--- src/hsic_regs.svh ---
// Register offsets, field positions, reset values and timing counts of the homing and sync block.
`ifndef HSIC_REGS_SVH
`define HSIC_REGS_SVH
`define HSIC_CTRL_OFS     8'h00
`define HSIC_HSPD1_OFS    8'h04
`define HSIC_HSPD2_OFS    8'h08
`define HSIC_STANDOFF_OFS 8'h0C
`define HSIC_SCFG_OFS     8'h10
`define HSIC_SPOS_OFS     8'h14
`define HSIC_SSPD_OFS     8'h18
`define HSIC_STAT_OFS     8'h1C
`define HSIC_HALF_OFS     8'h20
`define HSIC_DEST_OFS     8'h24
// CTRL fields.
`define HSIC_C_START      0
`define HSIC_C_DIR1       1
`define HSIC_C_DIR2       2
`define HSIC_C_SEC        3
`define HSIC_C_BLIND      4
`define HSIC_C_FAST       5
`define HSIC_C_SRC1_LO    8
`define HSIC_C_SRC2_LO    10
// SCFG fields.
`define HSIC_S_EN         0
`define HSIC_S_INV        1
`define HSIC_S_ABS        2
`define HSIC_S_CLUT_LO    16
// Reset values.
`define HSIC_CTRL_RST     32'h0000_0000
`define HSIC_SCFG_RST     32'h0004_0000
`define HSIC_HALF_RST     32'h0000_0064
// Timing: one microsecond at a 5 ns clock period.
`define HSIC_CLK_PERIOD_NS 5
`define HSIC_US_NS         1000
`define HSIC_CYC_PER_US    ((`HSIC_US_NS + `HSIC_CLK_PERIOD_NS - 1) / `HSIC_CLK_PERIOD_NS)
`endif

--- src/hsic_pkg.sv ---
// Types shared by the homing and sync block.
package hsic_pkg;
   typedef enum logic [1:0] {HSIC_SRC_LIMIT, HSIC_SRC_REV, HSIC_SRC_SYNC} hsic_src_t;
   typedef enum logic [2:0] {HSIC_IDLE, HSIC_PH1, HSIC_PH2, HSIC_STANDOFF, HSIC_WAIT_SYNC}
      hsic_phase_t;
   // Move request to the motion generator.
   typedef struct packed {
      logic        valid;
      logic        relative;
      logic        dir_left;
      logic        search;
      logic [31:0] speed;
      logic [31:0] target;
   } hsic_move_t;
   // Switch and sensor pins, raw at the port and after synchronisation.
   typedef struct packed {
      logic lim_left;
      logic lim_right;
      logic rev;
      logic sync_in;
   } hsic_pins_t;
endpackage : hsic_pkg

--- src/hsic_top.sv ---
// Homing sequencer and sync input conditioner with an AXI4-Lite register slave.
`timescale 1ns/1ps
`include "hsic_regs.svh"
// Functional notes
// - First-phase search moves in the first-phase direction for standard and fast homing.
// - Standard first phase uses the first-phase speed.
// - Fast homing second phase uses the first-phase speed.
// - A search phase ends on the stop signal of its selected source.
// - The second phase runs only when its enable is set or fast homing is selected.
// - Standard second phase moves in the second-phase direction.
// - Standard second phase uses the second-phase speed.
// - The second phase has its own stop-source selection.
// - Blind half-turn ignores second-phase stop for half a revolution.
// - A final standoff move covers the standoff distance.
// - Standoff sign gives direction: positive right, negative left.
// - Fast setting replaces the standard procedure with the fast one.
// - Sync pulses shorter than the clutter time are rejected.
// - Sync pulses act only while sync input is enabled.
// - With invert set, sync triggers on the falling edge.
// - Absolute sync moves to the configured absolute position.
// - Relative sync shifts the destination by the configured amount.
// - Sync-triggered moves use the sync speed.
module hsic_top
   import hsic_pkg::*;
#(
   parameter int CLUT_W = 16
)(
   input  wire logic        aclk,
   input  wire logic        aresetn,
   input  wire logic        ce,
   input  wire logic [7:0]  s_axi_awaddr,
   input  wire logic        s_axi_awvalid,
   output logic             s_axi_awready,
   input  wire logic [31:0] s_axi_wdata,
   input  wire logic [3:0]  s_axi_wstrb,
   input  wire logic        s_axi_wvalid,
   output logic             s_axi_wready,
   output logic [1:0]       s_axi_bresp,
   output logic             s_axi_bvalid,
   input  wire logic        s_axi_bready,
   input  wire logic [7:0]  s_axi_araddr,
   input  wire logic        s_axi_arvalid,
   output logic             s_axi_arready,
   output logic [31:0]      s_axi_rdata,
   output logic [1:0]       s_axi_rresp,
   output logic             s_axi_rvalid,
   input  wire logic        s_axi_rready,
   input  wire hsic_pins_t  pins_in,
   input  wire logic [31:0] step_count,
   input  wire logic        move_done,
   output hsic_move_t       move_out,
   output logic             homing_busy,
   output logic             homing_done
);

   ////////////////////////////////////////////////////////////////////////////
   // State of the whole block, one packed struct.
   typedef struct packed {
      logic [31:0] ctrl;
      logic [31:0] spd1;
      logic [31:0] spd2;
      logic [31:0] standoff;
      logic [31:0] scfg;
      logic [31:0] spos;
      logic [31:0] sspd;
      logic [31:0] half;
      logic [31:0] dest;
      logic        aw_got;
      logic        w_got;
      logic [7:0]  awaddr;
      logic [31:0] wdata;
      logic [3:0]  wstrb;
      logic        bvalid;
      logic [1:0]  bresp;
      logic        rvalid;
      logic [1:0]  rresp;
      logic [31:0] rdata;
      hsic_pins_t  meta;
      hsic_pins_t  sync2;
      logic        sync_filt;
      logic        sync_prev;
      logic [CLUT_W+9:0] glitch_cnt;
      hsic_phase_t phase;
      logic        in_ph2;
      logic [31:0] blind_start;
      logic        blind_on;
      logic        done;
      logic        sync_req;
      hsic_move_t  move;
   } hsic_state_t;

   hsic_state_t st_ff;
   hsic_state_t nxt_st;

   ////////////////////////////////////////////////////////////////////////////
   // Byte-lane merge, used by every writable register.
   function automatic logic [31:0] hsic_merge(input logic [31:0] old_v,
                                              input logic [31:0] new_v,
                                              input logic [3:0]  strb);
      logic [31:0] r;
      r = old_v;
      for (int i = 0; i < 4; i++)
      begin
         if (strb[i])
         begin
            r[i*8 +: 8] = new_v[i*8 +: 8];
         end
      end
      return r;
   endfunction : hsic_merge

   // Stop signal of the chosen source; an undefined code never stops.
   function automatic logic hsic_stop(input logic [1:0] src, input hsic_pins_t p,
                                      input logic sync_pulse, input logic left);
      logic r;
      r = 1'b0;
      if (src == HSIC_SRC_LIMIT)
      begin
         r = left ? p.lim_left : p.lim_right;
      end
      else if (src == HSIC_SRC_REV)
      begin
         r = p.rev;
      end
      else if (src == HSIC_SRC_SYNC)
      begin
         r = sync_pulse;
      end
      return r;
   endfunction : hsic_stop

   ////////////////////////////////////////////////////////////////////////////
   // Derived values of the sync conditioner, the bus channels and the sequencer.
   logic [CLUT_W+9:0] clut_cycles;
   logic              sync_edge;
   logic              sync_acc;
   logic              fast;
   logic              wr_fire;
   logic              rd_fire;
   logic [31:0]       blind_dist;

   assign clut_cycles = (CLUT_W+10)'(st_ff.scfg[`HSIC_S_CLUT_LO +: CLUT_W]) *
                        (CLUT_W+10)'(`HSIC_CYC_PER_US);
   assign fast        = st_ff.ctrl[`HSIC_C_FAST];
   assign wr_fire     = st_ff.aw_got && st_ff.w_got && !st_ff.bvalid;
   assign rd_fire     = s_axi_arvalid && !st_ff.rvalid;
   // Distance counts the way the stage moves, so the blind span works in both directions.
   assign blind_dist  = !st_ff.in_ph2       ? 32'h0000_0000 :
                        st_ff.move.dir_left ? (st_ff.blind_start - step_count)
                                            : (step_count - st_ff.blind_start);

   // Edge of the filtered level against its last value, so no loop runs through nxt_st.
   assign sync_edge = st_ff.scfg[`HSIC_S_INV] ? (st_ff.sync_prev && !st_ff.sync_filt)
                                              : (!st_ff.sync_prev && st_ff.sync_filt);
   assign sync_acc  = sync_edge && st_ff.scfg[`HSIC_S_EN];

   ////////////////////////////////////////////////////////////////////////////
   // Next-state logic.
   always_comb
   begin
      nxt_st = st_ff;
      // Pins pass two flip-flops before anything reads them.
      nxt_st.meta  = pins_in;
      nxt_st.sync2 = st_ff.meta;
      nxt_st.sync_prev = st_ff.sync_filt;
      // Glitch filter: a level must hold for the clutter time to be taken.
      if (st_ff.sync2.sync_in == st_ff.sync_filt)
      begin
         nxt_st.glitch_cnt = '0;
      end
      else if (st_ff.glitch_cnt + 1'b1 >= clut_cycles)
      begin
         nxt_st.sync_filt  = st_ff.sync2.sync_in;
         nxt_st.glitch_cnt = '0;
      end
      else
      begin
         nxt_st.glitch_cnt = st_ff.glitch_cnt + 1'b1;
      end

      // Write channel: address and data taken in either order.
      if (s_axi_awvalid && !st_ff.aw_got)
      begin
         nxt_st.aw_got = 1'b1;
         nxt_st.awaddr = s_axi_awaddr;
      end
      if (s_axi_wvalid && !st_ff.w_got)
      begin
         nxt_st.w_got = 1'b1;
         nxt_st.wdata = s_axi_wdata;
         nxt_st.wstrb = s_axi_wstrb;
      end
      if (st_ff.bvalid && s_axi_bready)
      begin
         nxt_st.bvalid = 1'b0;
      end
      nxt_st.move.valid = 1'b0;
      if (wr_fire)
      begin
         nxt_st.aw_got = 1'b0;
         nxt_st.w_got  = 1'b0;
         nxt_st.bvalid = 1'b1;
         nxt_st.bresp  = 2'b00;
         if (st_ff.awaddr == `HSIC_CTRL_OFS)
         begin
            nxt_st.ctrl = hsic_merge(st_ff.ctrl, st_ff.wdata, st_ff.wstrb);
         end
         else if (st_ff.awaddr == `HSIC_HSPD1_OFS)
         begin
            nxt_st.spd1 = hsic_merge(st_ff.spd1, st_ff.wdata, st_ff.wstrb);
         end
         else if (st_ff.awaddr == `HSIC_HSPD2_OFS)
         begin
            nxt_st.spd2 = hsic_merge(st_ff.spd2, st_ff.wdata, st_ff.wstrb);
         end
         else if (st_ff.awaddr == `HSIC_STANDOFF_OFS)
         begin
            nxt_st.standoff = hsic_merge(st_ff.standoff, st_ff.wdata, st_ff.wstrb);
         end
         else if (st_ff.awaddr == `HSIC_SCFG_OFS)
         begin
            nxt_st.scfg = hsic_merge(st_ff.scfg, st_ff.wdata, st_ff.wstrb);
         end
         else if (st_ff.awaddr == `HSIC_SPOS_OFS)
         begin
            nxt_st.spos = hsic_merge(st_ff.spos, st_ff.wdata, st_ff.wstrb);
         end
         else if (st_ff.awaddr == `HSIC_SSPD_OFS)
         begin
            nxt_st.sspd = hsic_merge(st_ff.sspd, st_ff.wdata, st_ff.wstrb);
         end
         else if (st_ff.awaddr == `HSIC_HALF_OFS)
         begin
            nxt_st.half = hsic_merge(st_ff.half, st_ff.wdata, st_ff.wstrb);
         end
         else if (st_ff.awaddr == `HSIC_DEST_OFS)
         begin
            nxt_st.dest = hsic_merge(st_ff.dest, st_ff.wdata, st_ff.wstrb);
         end
         else
         begin
            nxt_st.bresp = 2'b10;
         end
      end

      // Read channel: answer one cycle after the address is taken.
      if (st_ff.rvalid && s_axi_rready)
      begin
         nxt_st.rvalid = 1'b0;
      end
      if (rd_fire)
      begin
         nxt_st.rvalid = 1'b1;
         nxt_st.rresp  = 2'b00;
         if (s_axi_araddr == `HSIC_CTRL_OFS)           nxt_st.rdata = st_ff.ctrl;
         else if (s_axi_araddr == `HSIC_HSPD1_OFS)     nxt_st.rdata = st_ff.spd1;
         else if (s_axi_araddr == `HSIC_HSPD2_OFS)     nxt_st.rdata = st_ff.spd2;
         else if (s_axi_araddr == `HSIC_STANDOFF_OFS)  nxt_st.rdata = st_ff.standoff;
         else if (s_axi_araddr == `HSIC_SCFG_OFS)      nxt_st.rdata = st_ff.scfg;
         else if (s_axi_araddr == `HSIC_SPOS_OFS)      nxt_st.rdata = st_ff.spos;
         else if (s_axi_araddr == `HSIC_SSPD_OFS)      nxt_st.rdata = st_ff.sspd;
         else if (s_axi_araddr == `HSIC_HALF_OFS)      nxt_st.rdata = st_ff.half;
         else if (s_axi_araddr == `HSIC_DEST_OFS)      nxt_st.rdata = st_ff.dest;
         else if (s_axi_araddr == `HSIC_STAT_OFS)
         begin
            nxt_st.rdata = {27'h000_0000, st_ff.done, st_ff.in_ph2, 2'b00,
                            st_ff.sync_filt};
         end
         else
         begin
            nxt_st.rdata = 32'h0000_0000;
            nxt_st.rresp = 2'b10;
         end
      end

      // Homing sequencer. Start bit self-clears once taken.
      case (st_ff.phase)
         HSIC_IDLE:
         begin
            if (st_ff.ctrl[`HSIC_C_START] && !wr_fire)
            begin
               nxt_st.ctrl[`HSIC_C_START] = 1'b0;
               nxt_st.done       = 1'b0;
               nxt_st.in_ph2     = 1'b0;
               nxt_st.phase      = HSIC_PH1;
               nxt_st.move.valid    = 1'b1;
               nxt_st.move.search   = 1'b1;
               nxt_st.move.relative = 1'b1;
               nxt_st.move.target   = 32'h0000_0000;
               nxt_st.move.dir_left = st_ff.ctrl[`HSIC_C_DIR1];
               // Fast homing searches its first phase at the second-phase speed.
               nxt_st.move.speed = fast ? st_ff.spd2 : st_ff.spd1;
            end
            else if (sync_acc)
            begin
               nxt_st.phase         = HSIC_WAIT_SYNC;
               nxt_st.move.valid    = 1'b1;
               nxt_st.move.search   = 1'b0;
               nxt_st.move.speed    = st_ff.sspd;
               nxt_st.move.relative = !st_ff.scfg[`HSIC_S_ABS];
               nxt_st.move.dir_left = 1'b0;
               // Absolute goes to the set point; relative offsets the destination.
               nxt_st.move.target   = st_ff.scfg[`HSIC_S_ABS] ? st_ff.spos
                                      : st_ff.dest + st_ff.spos;
               nxt_st.dest          = st_ff.scfg[`HSIC_S_ABS] ? st_ff.spos
                                      : st_ff.dest + st_ff.spos;
            end
         end
         HSIC_PH1:
         begin
            if (hsic_stop(st_ff.ctrl[`HSIC_C_SRC1_LO +: 2], st_ff.sync2, sync_acc,
                          st_ff.ctrl[`HSIC_C_DIR1]))
            begin
               nxt_st.move.valid    = 1'b1;
               nxt_st.move.search   = fast || st_ff.ctrl[`HSIC_C_SEC];
               if (fast || st_ff.ctrl[`HSIC_C_SEC])
               begin
                  nxt_st.phase         = HSIC_PH2;
                  nxt_st.in_ph2        = 1'b1;
                  nxt_st.blind_start   = step_count;
                  nxt_st.move.dir_left = fast ? st_ff.ctrl[`HSIC_C_DIR1]
                                              : st_ff.ctrl[`HSIC_C_DIR2];
                  nxt_st.move.speed    = fast ? st_ff.spd1 : st_ff.spd2;
               end
               else
               begin
                  nxt_st.phase         = HSIC_STANDOFF;
                  nxt_st.move.dir_left = st_ff.standoff[31];
                  nxt_st.move.target   = st_ff.standoff;
                  nxt_st.move.speed    = st_ff.spd1;
               end
            end
         end
         HSIC_PH2:
         begin
            if ((!st_ff.ctrl[`HSIC_C_BLIND] || blind_dist >= st_ff.half) &&
                hsic_stop(st_ff.ctrl[`HSIC_C_SRC2_LO +: 2], st_ff.sync2, sync_acc,
                          st_ff.move.dir_left))
            begin
               nxt_st.phase         = HSIC_STANDOFF;
               nxt_st.in_ph2        = 1'b0;
               nxt_st.move.valid    = 1'b1;
               nxt_st.move.search   = 1'b0;
               nxt_st.move.dir_left = st_ff.standoff[31];
               nxt_st.move.target   = st_ff.standoff;
            end
         end
         HSIC_STANDOFF:
         begin
            if (move_done && !st_ff.move.valid)
            begin
               nxt_st.phase = HSIC_IDLE;
               nxt_st.done  = 1'b1;
            end
         end
         HSIC_WAIT_SYNC:
         begin
            if (move_done && !st_ff.move.valid)
            begin
               nxt_st.phase = HSIC_IDLE;
            end
         end
         default:
         begin
            nxt_st.phase = HSIC_IDLE;
         end
      endcase
   end

   ////////////////////////////////////////////////////////////////////////////
   // State register; clock enable freezes everything.
   always_ff @(posedge aclk)
   begin
      if (!aresetn)
      begin
         st_ff          <= '0;
         st_ff.ctrl     <= `HSIC_CTRL_RST;
         st_ff.scfg     <= `HSIC_SCFG_RST;
         st_ff.half     <= `HSIC_HALF_RST;
         st_ff.phase    <= HSIC_IDLE;
      end
      else if (ce)
      begin
         st_ff <= nxt_st;
      end
   end

   // Outputs.
   assign s_axi_awready = !st_ff.aw_got;
   assign s_axi_wready  = !st_ff.w_got;
   assign s_axi_bvalid  = st_ff.bvalid;
   assign s_axi_bresp   = st_ff.bresp;
   assign s_axi_arready = !st_ff.rvalid;
   assign s_axi_rvalid  = st_ff.rvalid;
   assign s_axi_rdata   = st_ff.rdata;
   assign s_axi_rresp   = st_ff.rresp;
   assign move_out      = st_ff.move;
   assign homing_busy   = (st_ff.phase != HSIC_IDLE) && (st_ff.phase != HSIC_WAIT_SYNC);
   assign homing_done   = st_ff.done;
endmodule : hsic_top
--- config.mk ---
export PLATFORM = sky130hd
export DESIGN_NAME = hsic_top
export DESIGN_NICKNAME = d
export VERILOG_FILES = /design/src/hsic_pkg.sv /design/src/hsic_top.sv
export VERILOG_INCLUDE_DIRS = /design/src
export SDC_FILE = /design/constraint.sdc
export NUM_CORES = 2
export LEC_CHECK = 0
export BUFFER_PORTS_ARGS = -buffer_cell sky130_fd_sc_hd__buf_4
export CAP_MARGIN = 10
export CORE_ASPECT_RATIO = 0.7
export CORE_MARGIN = 2
export CORE_UTILIZATION = 48
export CTS_BUF_LIST = sky130_fd_sc_hd__clkbuf_4 sky130_fd_sc_hd__clkbuf_8
export CTS_CLUSTER_DIAMETER = 60
export CTS_CLUSTER_SIZE = 8
export DETAILED_ROUTE_END_ITERATION = 10
export MAX_ROUTING_LAYER = met4
export PLACE_DENSITY = 0.65
export SLEW_MARGIN = 15
export SYNTH_ARGS = -nofsm -noshare
export SYNTH_HDL_FRONTEND = slang
export SYNTH_SLANG_ARGS = --single-unit
--- constraint.sdc ---
create_clock -name aclk -period 12.05 [get_ports aclk]
set_input_delay 1.205 -clock aclk [delete_from_list [all_inputs] [get_ports aclk]]
set_output_delay 1.205 -clock aclk [all_outputs]
set_load 0.005 [all_outputs]
==> results.json <==
{
  "period_needed_ns": 6.17,
  "htreeDepth": 3,
  "cts_hold_buf": 0,
  "ctsRootBufferMaster": "clkbuf_8",
  "area_growth_pct": 7.90,
  "pwr-share-comb": 0.069,
  "clockBufferDepth": 3,
  "fin_ws_ns": 5.88,
  "switching_share": 0.270,
  "initial_core_util": 0.486,
  "finalCritPeriodShare": 0.512,
  "max-slew-margin-rel": 0.160,
  "yosysWarnings": 0,
  "skew_ns": 0.0488,
  "peakVddDrop_mv": 0.0671,
  "crit_fanout": 21,
  "cts_setup_buffers": 0,
  "synth_edf_count": 0,
  "die_w_um": 310,
  "p_leak_nw": 14.5,
  "drt_wl_total_um": 116000,
  "avgViaCountPerCell": 6.21,
  "numCtsBuffers": 76,
  "end_kind": "register",
  "netlist-cell-type-count": 88,
  "antenna_found_initial": 4,
  "ys_seq_area_frac": 0.325,
  "p_sw_w": 0.000901,
  "dp_hpwl_um": 83200,
  "via_count": 29818,
  "portBuffers": 205,
  "p_int_w": 0.00244,
  "drtAntennaViolNets": 0,
  "grt_pass1_wl_um": 171000,
  "max_freq_ghz": 0.162,
  "design.core.area_um2": 64800,
  "die_h_um": 218,
  "wl_per_cell_um": 24.1,
  "pwr-share-seq": 0.523,
  "die-area_um2": 67600,
  "avgSynthCellArea_um2": 7.95,
  "async_flop_share": 0,
  "synth.ff_latch_count": 511,
  "clkSlewWorstSetupHoldPaths_ns": 0.07,
  "dr.pass1.iters": 8,
  "setup_violations": 0,
  "io_pins": 208,
  "finalPower_w": 0.00334,
  "crit_type": "reg2reg",
  "slew_viol_final": 0,
  "cts_resized": 0,
  "hold_viol": 0,
  "cap_violations": 0,
  "worstSkewPairLatency_ns": 0.73,
  "dr.first_iter.drc_count": 4266,
  "clock_power_share": 0.409,
  "fin_setup_tns_ns": 0,
  "hp-class": "reg2reg",
  "synth_area_um2": 31500,
  "layout-drive-gt1-share": 0.0985,
  "start_kind": "register",
  "rows": 78,
  "final_util": 0.524,
  "drc": 0,
  "outcome": "complete, no violations",
  "gr-usage-all-layers": 0.342,
  "cts_tree": "yes",
  "rsz0062_at_grt": "false",
  "arrival_ns": 6.80,
  "ys.flop_type": "dfxtp_1",
  "worst_slew_pin_slew_ns": 1.26,
  "dp_slack_ns": 5.42,
  "postSynthCellCount": 3958,
  "routabilityCongestion": 1.05,
  "power_density_nw_per_um2": 98.4,
  "grt_overflow": 0,
  "grt_pass1_vias": 26291,
  "grt_max_degree": 185,
  "cts_sinks": 511,
  "required_ns": 12.67,
  "final_nets": 4216
}
## final timing paths
path | startpoint | endpoint | slack [ns] | cells after the start
worst min register to register | st_ff[130] | st_ff[130] | 0.47 | 2
worst min-delay path | st_ff[130] | st_ff[130] | 0.47 | 2
worst max register to register | st_ff[374] | st_ff[115] | 5.88 | 23
worst max-delay path | st_ff[374] | st_ff[115] | 5.88 | 23
## area by class of cell
cell class,count,area (um^2)
timing repair buffer,239,1810
multi-input combinational,2888,18800
fill,6376,30900
tap,880,1100
inverter,190,721
clock inverter,10,156
clock buffer,81,1100
antenna,5,12.5
sequential,511,10200
## worst max-delay path: stages, from the launching register on
cell and delay [ns]:
dfxtp_1 0.45, ha_1 0.27, ha_1 0.28, inv_1 0.05, fa_1 0.50, inv_1 0.04, ha_1 0.32, nor2b_1 0.16
o31a_1 0.27, o211ai_1 0.23, a21oi_1 0.11, a2111oi_2 0.44, a21oi_1 0.20, a21o_1 0.21, a21oi_1 0.17, xor2_1 0.18
ha_1 0.27, a21oi_1 0.18, nand3_1 0.12, nor3_1 0.27, o21ai_1 0.14, nor2b_2 0.76, nand3_1 0.22, o31ai_1 0.24
## metrics by stage
stage                     cells  area (um^2)  hold slack (ns)
final                      4804        34000            0.465
after floorplan            3959        31500            0.432
after CTS                  4799        33900            0.469
after global routing       4804        34000            0.488
after global placement     4708        32700            0.453
after detailed placement   4708        32700            0.459
## synthesized netlist by cell type (14+ instances only)
library cell	instances	area [um^2]
a211oi_1	30	225
a21o_1	56	420
a21oi_1	375	1880
a222oi_1	34	340
a22o_1	21	184
a22oi_1	53	398
a311oi_1	77	674
a31oi_1	51	319
and2_1	38	238
and3_1	27	169
buf_4	106	796
clkbuf_1	238	893
dfxtp_1	511	10200
fa_1	14	280
ha_1	199	2490
inv_1	188	706
mux2i_1	284	2840
nand2_1	426	1600
nand2b_1	14	87.6
nand3_1	118	591
nand4_1	28	175
nor2_1	473	1780
nor2b_1	28	175
nor3_1	38	190
o211ai_1	19	143
o21a_1	17	128
o21ai_0	179	896
o221ai_1	14	123
xnor2_1	48	420
xor2_1	44	385
## layout by cell type (no fill, tap or decap), types with 28 or more instances in the layout
master    Yosys  routed
a311oi_1     77      77
ha_1        199     199
nand4_1      28      28
xor2_1       44      44
o21ai_0     179     179
nand3_1     118     117
nand2_1     426     425
a21o_1       56      56
a21oi_1     375     375
nor3_1       38      37
inv_1       188     187
mux2i_1     284     284
nor2_1      473     465
dfxtp_1     511     509
xnor2_1      48      48
a222oi_1     34      34
buf_4       106     238
a31oi_1      51      51
clkbuf_8      0      79
a211oi_1     30      30
a22oi_1      53      53
and2_1       38      37
## kinds of logic (layout without fill, tap and decap cells)
family          Yosys count  after routing  share of synthesized area
flops                   511            511                      0.325
mux                     291            291                     0.0929
buf+inv                 560            520                     0.0800
xor+xnor                 92             92                     0.0256
compound gates         1047           1047                      0.217
other cells               1              7                   0.000119
simple gates           1243           1243                      0.172
fa+ha+maj               213            213                     0.0880
## metal layers
| metal | GRT usage | wire length, um |
|---|---|---|
| met2 | 0.418 | 42400 |
| met4 | 0.0855 | 2510 |
| met5 | - | 0 |
| met1 | 0.516 | 53700 |
| met3 | 0.120 | 16900 |
## flip-flops by register name, summed over array words and instances, names as in the netlist
register,flops
fast,1
homing_done,1
move_out,68
nxt_st,5
s_axi_bresp,1
s_axi_bvalid,1
s_axi_rdata,32
s_axi_rresp,1
s_axi_rvalid,1
st_ff,400
## power groups by stage
stage	logic [W]	registers [W]	clock network, W
2_1_floorplan	0.000154	0.00175	0
3_5_place_dp	0.000224	0.00178	0
6_report	0.000230	0.00175	0.00137
3_3_place_gp	0.000223	0.00178	0
5_1_grt	0.000249	0.00175	0.00145
4_1_cts	0.000225	0.00174	0.00138
Power figures use the tool's default switching activity.
